<file path="src/pkg/pim_pkg.sv">
/*
 * Shared constants of the peripheral interrupt enable mask block: register
 * byte offsets, bit positions of the five gated sources and of the two
 * upper-level enables, and reset values.
 * Assumes a 32-bit APB register bus with byte addresses and aligned words.
 */
package pim_pkg;

   ////////////////////////////////////////////////////////////////////////////
   // Register byte offsets.
   localparam logic [7:0] PIM_OFS_CTRL = 8'h80; // Global and group enables.
   localparam logic [7:0] PIM_OFS_STAT = 8'h84; // Sticky event status, read clears.
   localparam logic [7:0] PIM_OFS_IMSK = 8'h88; // Interrupt output mask.
   localparam logic [7:0] PIM_OFS_MASK = 8'h8C; // Peripheral enable mask.
   localparam logic [7:0] PIM_OFS_FLAG = 8'h90; // Read-only view of source flags.

   // Narrowest address bus that reaches every offset above.
   localparam int PIM_ADDR_W_MIN = 8;

   ////////////////////////////////////////////////////////////////////////////
   // Bit positions inside the mask, flag, status and interrupt mask words.
   localparam int PIM_BIT_TIMER_ONE_OVF = 0;
   localparam int PIM_BIT_TIMER_TWO_MATCH = 1;
   localparam int PIM_BIT_CAPCMP_ONE = 2;
   localparam int PIM_BIT_SERIAL_PORT = 3;
   localparam int PIM_BIT_CONVERTER_DONE = 6;
   localparam int PIM_REG_W = 8;

   // Positions of the two enables in the control word.
   localparam int PIM_BIT_GROUP_EN = 6;
   localparam int PIM_BIT_GLOBAL_EN = 7;

   // Positions that carry a gated source; the rest are reserved.
   localparam logic [7:0] PIM_SRC_BITS = 8'h4F;

   ////////////////////////////////////////////////////////////////////////////
   // Reset values.
   localparam logic [7:0] PIM_RST_MASK = 8'h00;
   localparam logic [7:0] PIM_RST_CTRL = 8'h00;
   localparam logic [7:0] PIM_RST_STAT = 8'h00;
   localparam logic [7:0] PIM_RST_IMSK = 8'h00;
   localparam logic [31:0] PIM_RDATA_RST = 32'h0000_0000;

endpackage

</file>
<file path="src/rtl/pim_top.sv">
/*
 * Peripheral interrupt enable mask with an APB register slave. Holds the
 * eight-bit peripheral enable mask, the global and peripheral group enables,
 * and a sticky event status with its own mask behind one interrupt output.
 * Assumes the peripheral flag register lives outside and presents its eight
 * flag bits as levels synchronous to pclk; the core samples the request.
 */
// Notes on behaviour
// - The peripheral enable mask sits at byte address 8Ch, is eight bits, all read/write, reset 0.
// - Mask bit 6 lets the converter-done flag request an interrupt when one, blocks it when zero.
// - Mask bit 3 lets the serial port flag request an interrupt when one, blocks it when zero.
// - Mask bit 1 lets the timer two period match flag request when one, blocks it when zero.
// - Mask bit 0 lets the timer one overflow flag request when one, blocks it when zero.
// - No peripheral request reaches the core unless the peripheral group enable is set.
// - The flags are never altered by the mask or the enables; the mask gates the request and the status events, the enables only the request.
`timescale 1ns/100ps

module pim_top #(
   parameter int ADDR_W = 8
) (
   // Clock and reset.
   input wire logic pclk,
   input wire logic presetn,
   // APB slave.
   input wire logic psel,
   input wire logic penable,
   input wire logic pwrite,
   input wire logic [ADDR_W-1:0] paddr,
   input wire logic [31:0] pwdata,
   output logic [31:0] prdata,
   output logic pready,
   output logic pslverr,
   // Peripheral flag levels from the flag register.
   input wire logic [7:0] periph_flags,
   // Request to the core and block interrupt.
   output logic periph_irq_req,
   output logic irq
);

   ////////////////////////////////////////////////////////////////////////////
   // Elaboration check: the address bus must reach the highest offset.
   if (ADDR_W < pim_pkg::PIM_ADDR_W_MIN) begin : g_addr_check
      $error("pim_top: ADDR_W too small for the register map.");
   end

   ////////////////////////////////////////////////////////////////////////////
   // Register state.
   logic [7:0] peripheral_irq_mask_one_q;
   logic [7:0] main_irq_control_q;
   logic [7:0] stat_q;
   logic [7:0] stat_d;
   logic [7:0] imsk_q;
   logic [7:0] gated_src;
   logic [7:0] gated_prev_q;
   logic [7:0] stat_set;
   logic [7:0] stat_clr;
   logic [31:0] prdata_q;
   logic [31:0] rd_word;
   logic global_irq_en;
   logic peripheral_group_irq_en;
   logic addr_hit;
   logic setup_ph;
   logic access_ph;
   logic wr_en;
   logic rd_en;
   logic [7:0] wbyte;
   logic [7:0] word_ofs;

   // Only the low eight address bits decode; higher bits must be zero.
   assign word_ofs = paddr[7:0];
   assign wbyte = pwdata[7:0];
   assign setup_ph = psel & ~penable;
   assign access_ph = psel & penable;

   ////////////////////////////////////////////////////////////////////////////
   // Address decode. Upper address bits above the map make an access unmapped.
   always_comb begin
      addr_hit = 1'b0;
      if ((ADDR_W == pim_pkg::PIM_ADDR_W_MIN) ||
          (paddr >> pim_pkg::PIM_ADDR_W_MIN) == '0) begin
         case (word_ofs)
            pim_pkg::PIM_OFS_CTRL: addr_hit = 1'b1;
            pim_pkg::PIM_OFS_STAT: addr_hit = 1'b1;
            pim_pkg::PIM_OFS_IMSK: addr_hit = 1'b1;
            pim_pkg::PIM_OFS_MASK: addr_hit = 1'b1;
            pim_pkg::PIM_OFS_FLAG: addr_hit = 1'b1;
            default: addr_hit = 1'b0;
         endcase
      end
   end

   // Zero wait states: the read word is caught in the setup cycle, so the
   // access cycle can finish at once while prdata still comes from a flop.
   assign pready = 1'b1;
   assign pslverr = access_ph & ~addr_hit;
   assign wr_en = access_ph & pwrite & addr_hit;
   assign rd_en = access_ph & ~pwrite & addr_hit;
   assign prdata = prdata_q;

   ////////////////////////////////////////////////////////////////////////////
   // Read multiplexer; bits above the eight-bit registers read as zero.
   always_comb begin
      rd_word = 32'h0000_0000;
      case (word_ofs)
         pim_pkg::PIM_OFS_CTRL: rd_word[7:0] = main_irq_control_q;
         pim_pkg::PIM_OFS_STAT: rd_word[7:0] = stat_q;
         pim_pkg::PIM_OFS_IMSK: rd_word[7:0] = imsk_q;
         pim_pkg::PIM_OFS_MASK: rd_word[7:0] = peripheral_irq_mask_one_q;
         pim_pkg::PIM_OFS_FLAG: rd_word[7:0] = periph_flags;
         default: rd_word = 32'h0000_0000;
      endcase
      if (!addr_hit) begin
         rd_word = 32'h0000_0000;
      end
   end

   // Read data register, loaded in the setup cycle of a read.
   always_ff @(posedge pclk or negedge presetn) begin
      if (!presetn) begin
         prdata_q <= pim_pkg::PIM_RDATA_RST;
      end else if (setup_ph && !pwrite) begin
         prdata_q <= rd_word;
      end
   end

   ////////////////////////////////////////////////////////////////////////////
   // Peripheral enable mask. All eight bits store what is written, reserved
   // ones too, so a read returns exactly what software left there.
   always_ff @(posedge pclk or negedge presetn) begin
      if (!presetn) begin
         peripheral_irq_mask_one_q <= pim_pkg::PIM_RST_MASK;
      end else if (wr_en && word_ofs == pim_pkg::PIM_OFS_MASK) begin
         peripheral_irq_mask_one_q <= wbyte;
      end
   end

   // Global and peripheral group enables.
   always_ff @(posedge pclk or negedge presetn) begin
      if (!presetn) begin
         main_irq_control_q <= pim_pkg::PIM_RST_CTRL;
      end else if (wr_en && word_ofs == pim_pkg::PIM_OFS_CTRL) begin
         main_irq_control_q <= wbyte;
      end
   end

   // Interrupt output mask.
   always_ff @(posedge pclk or negedge presetn) begin
      if (!presetn) begin
         imsk_q <= pim_pkg::PIM_RST_IMSK;
      end else if (wr_en && word_ofs == pim_pkg::PIM_OFS_IMSK) begin
         imsk_q <= wbyte;
      end
   end

   assign global_irq_en = main_irq_control_q[pim_pkg::PIM_BIT_GLOBAL_EN];
   assign peripheral_group_irq_en = main_irq_control_q[pim_pkg::PIM_BIT_GROUP_EN];

   ////////////////////////////////////////////////////////////////////////////
   // Per-source gating. Reserved positions never gate anything, so a stray
   // one written there (software should not) cannot raise a request.
   // The flags pass straight through here and are never changed by the mask.
   for (genvar i = 0; i < pim_pkg::PIM_REG_W; i++) begin : g_gate
      if (pim_pkg::PIM_SRC_BITS[i]) begin : g_src
         // Bits 0, 1, 2, 3 and 6 each enable their own source flag.
         assign gated_src[i] = periph_flags[i] & peripheral_irq_mask_one_q[i];
      end else begin : g_rsv
         assign gated_src[i] = 1'b0;
      end
   end

   // Named taps of the gating, one per source.
   logic converter_done_irq_en;
   logic serial_port_irq_en;
   logic capcmp_one_irq_en;
   logic timer_two_match_irq_en;
   logic timer_one_overflow_irq_en;
   assign converter_done_irq_en = peripheral_irq_mask_one_q[pim_pkg::PIM_BIT_CONVERTER_DONE];
   assign serial_port_irq_en = peripheral_irq_mask_one_q[pim_pkg::PIM_BIT_SERIAL_PORT];
   assign capcmp_one_irq_en = peripheral_irq_mask_one_q[pim_pkg::PIM_BIT_CAPCMP_ONE];
   assign timer_two_match_irq_en = peripheral_irq_mask_one_q[pim_pkg::PIM_BIT_TIMER_TWO_MATCH];
   assign timer_one_overflow_irq_en = peripheral_irq_mask_one_q[pim_pkg::PIM_BIT_TIMER_ONE_OVF];

   // Request to the core: any enabled flag, passed only while both the group
   // and the global enable are set. Combinational so the core sees it at once.
   always_comb begin
      periph_irq_req = 1'b0;
      if (converter_done_irq_en && periph_flags[pim_pkg::PIM_BIT_CONVERTER_DONE]) begin
         periph_irq_req = 1'b1;
      end
      if (serial_port_irq_en && periph_flags[pim_pkg::PIM_BIT_SERIAL_PORT]) begin
         periph_irq_req = 1'b1;
      end
      if (capcmp_one_irq_en && periph_flags[pim_pkg::PIM_BIT_CAPCMP_ONE]) begin
         periph_irq_req = 1'b1;
      end
      if (timer_two_match_irq_en && periph_flags[pim_pkg::PIM_BIT_TIMER_TWO_MATCH]) begin
         periph_irq_req = 1'b1;
      end
      if (timer_one_overflow_irq_en && periph_flags[pim_pkg::PIM_BIT_TIMER_ONE_OVF]) begin
         periph_irq_req = 1'b1;
      end
      if (!peripheral_group_irq_en || !global_irq_en) begin
         periph_irq_req = 1'b0;
      end
   end

   ////////////////////////////////////////////////////////////////////////////
   // Event status. A rising edge of a gated source sets its sticky bit; a read
   // of the status word clears it, but a set in the same cycle wins so that
   // no event is lost. The flags themselves stay untouched.
   always_ff @(posedge pclk or negedge presetn) begin
      if (!presetn) begin
         gated_prev_q <= 8'h00;
      end else begin
         gated_prev_q <= gated_src;
      end
   end

   assign stat_set = gated_src & ~gated_prev_q;
   // The read clears only the bits it returned, caught in its setup cycle, so an
   // event that lands between setup and access is kept for the next read.
   assign stat_clr = (rd_en && word_ofs == pim_pkg::PIM_OFS_STAT) ? prdata_q[7:0] : 8'h00;
   assign stat_d = (stat_q & ~stat_clr) | stat_set;

   always_ff @(posedge pclk or negedge presetn) begin
      if (!presetn) begin
         stat_q <= pim_pkg::PIM_RST_STAT;
      end else begin
         stat_q <= stat_d;
      end
   end

   // Level interrupt: high while any unmasked status bit is set.
   assign irq = |(stat_q & imsk_q);

endmodule

</file>
<file path="config.mk">
export PLATFORM = sky130hd
export DESIGN_NAME = pim_top
export DESIGN_NICKNAME = d
export VERILOG_FILES = /design/src/pkg/pim_pkg.sv /design/src/rtl/pim_top.sv
export SDC_FILE = /design/constraint.sdc
export NUM_CORES = 1
export LEC_CHECK = 0
export ABC_AREA = 1
export BUFFER_PORTS_ARGS = -buffer_cell sky130_fd_sc_hd__buf_2
export CELL_PAD_IN_SITES_DETAIL_PLACEMENT = 0
export CELL_PAD_IN_SITES_GLOBAL_PLACEMENT = 2
export CORE_UTILIZATION = 31
export DETAILED_ROUTE_END_ITERATION = 7
export PLACE_DENSITY = 0.95
export SKIP_LAST_GASP = 1
export SLEW_MARGIN = 5
export SYNTH_ARGS = -nofsm -noshare
export SYNTH_HDL_FRONTEND = slang
export SYNTH_SLANG_ARGS = --single-unit
</file>
<file path="constraint.sdc">
create_clock -name pclk -period 2 [get_ports pclk]
set_clock_uncertainty 0.05 [all_clocks]
set_input_delay 0.3 -clock pclk [delete_from_list [all_inputs] [get_ports pclk]]
set_output_delay 0.3 -clock pclk [all_outputs]
set_load 0.005 [all_outputs]
</file>
==> flow_summary.toml <==
[yosys]
ys_types = 26
netlist_instances = 314
synthesis.area_sq_um = 2620
synth-seq-cells = 45
yosys.area.top_type_share = 0.429
synth_ff_type = "dfrtp_1"
ys_seq_area_frac = 0.429
syn_avg_cell_area_sq_um = 8.35
synth_common_cells = "61 x nand2_1, 57 x nand3_1, 45 x dfrtp_1"
synth_top_cell_by_area = "dfrtp_1"
synthArstFlopShare = 1.00
synth_area_leaders = "dfrtp_1 43%, nand3_1 11%, nand2_1 8.7%"
synth_edf_count = 0
synth_most_common_cell = "nand2_1"
yosys_warnings = 0

[timing]
post-route-period-util = 0.884
fmax_mhz = 566
hold_violations = 0
setup_ws_ns = 0.233
maxSlewViolCount = 0
slew_headroom = 0.629
rsz0062_at_grt = "no"
worst_slew_pin_slew_ns = 0.557
fin_crit_ns = 1.77
fin_tns_setup_ns = 0
setup_viol = 0

[placed_design]
hpwl_um = 4300
place_congestion = 0.797
postPlaceCellArea_sq_um = 2840
port_buffers = 39
pre_cts_ws_ns = 0.414

[clock_tree]
cts_root_buf = "clkbuf_8"
cts_buffer_depth = 2
numCtsBuffers = 5
cts_resized = 0
cts_setup_buffers = 0
htreeDepth = 2
clock_sinks = 45
tritoncts = "yes"
cts_hold_buf = 0
clk_latency_ns = 0.30
clk_pin_slew_ns = 0.09

[global_routing]
grt_pass1_vias = 2002
grtUsageTotal = 0.141
grt_max_degree = 46
grt-ovfl-total = 0
grt_first_pass_wirelength_um = 9760
antenna_found_initial = 0

[routing]
drc_errors = 0
firstDrtPassIters = 4
wire_per_inst_um = 12.1
avgViaCountPerCell = 4.45
wl_um = 5580
drt_iter0_drc = 85
vias = 2055
ant_nets = 0

[floorplanning]
rows = 33
io_pins = 89
fp.dieH_um = 94.0
fp.dieW_um = 94.0
start_util = 0.319
die-area_sq_um = 8830
coreArea_sq_um = 8220

[setup_path]
startpoint_type = "flip-flop"
cp_max_fo = 3
cp-end-kind = "output port"
crit_type = "flip-flop to output port"
worstPathRequired_ns = 1.65
cp.arrival_ns = 1.42

[status]
status = "finished clean"

[pwr]
p_per_area_nw_per_um2 = 630
total_power_w = 0.00186
ir_worst_vdd_v = 0.000285
p_leak_nw = 1.62

[finish]
fillers = 870
layout-drive-gt1-share = 0.277
syn2layout_area_growth_pct = 12.6
final_area_sq_um = 2950
n_antenna_cell = 0
fin_nets = 409

[job]
cap_viol_max_count = 0

[worst_hold_path]
hp-class = "input pin to asynchronous set/reset pin"
## metrics by stage
| step | util | std cells | hold WS (ns) |
|---|---|---|---|
| 2_1_floorplan | - | 337 | -0.0456 |
| 3_3_place_gp | 0.345 | 454 | 0.365 |
| 5_1_grt | 0.359 | 462 | 0.0707 |
| 6_report | 0.359 | 462 | 0.0201 |
| 4_1_cts | 0.359 | 462 | 0.0439 |
| 3_5_place_dp | 0.345 | 454 | 0.371 |
## flip-flops by register name, indices dropped and copies added (netlist names)
register and flops:
prdata 8, gated_prev_q 5, main_irq_control_q 8, peripheral_irq_mask_one_q 8
imsk_q 8, stat_q 8
## cells by family after synthesis
group / count (synthesis) / share of synthesized area
simple gates: 165 / 0.333
compound gates: 32 / 0.0902
buf+inv: 70 / 0.144
flops: 45 / 0.429
other cells: 2 / 0.00286
## power breakdown
part,switching [W],leakage (nW),total [W],internal [W]
combinational,0.000134,0.951,0.000214,0.0000794
sequential,0.0000143,0.612,0.000950,0.000935
clock,0.000324,0.0543,0.000698,0.000374
## worst max-delay path: stages (launching register included)
cell,delay (ns)
dfrtp_1,0.43
nand2_1,0.10
inv_1,0.06
nor3_1,0.26
a31oi_1,0.13
buf_2,0.14
## metal layers
layer / track usage / share of wire
met4: 0.0269 / 0.0065
met3: 0.0348 / 0.056
met1: 0.196 / 0.48
met2: 0.223 / 0.46
met5: 0 / 0
## path summary, 6_finish.rpt
path | from | end | slack (ns) | cells past startpoint
setup / recovery | peripheral_irq_mask_one_q[3] | periph_irq_req | 0.23 | 5
max in group asynchronous | presetn | imsk_q[4] | 1.50 | 2
hold / removal | presetn | prdata[6] | 0.02 | 2
min in group pclk | pwdata[1] | peripheral_irq_mask_one_q[1] | 0.15 | 3
setup reg to reg | peripheral_irq_mask_one_q[2] | prdata[2] | 1.04 | 4
hold reg to reg | gated_prev_q[2] | stat_q[2] | 0.38 | 1
## final cells by class
cell class	instances	area (sq um)	area share
Clock buffer	5	68.8	0.0233
Clock inverter	3	46.3	0.0157
Tap cell	105	131	0.0445
Timing Repair Buffer	44	233	0.0788
Inverter	38	143	0.0483
Multi-Input combinational cell	222	1200	0.408
Sequential cell	45	1130	0.381
## placed cells by master (no fill, tap or decap), types with 2 or more instances in the layout
cell type,n
o21ai_2,16
o21ai_0,10
dfrtp_1,45
nand3_4,2
nor3_1,2
nor2_1,18
a221oi_1,2
nand2_1,61
nand2_4,3
nor2_4,4
buf_4,5
a21boi_0,3
nand2_2,8
clkbuf_8,5
or2_2,3
buf_2,39
inv_1,33
inv_2,5
nand3_1,57
conb_1,25
nor2_8,3
No activity file was read; power rests on OpenSTA's default activity.
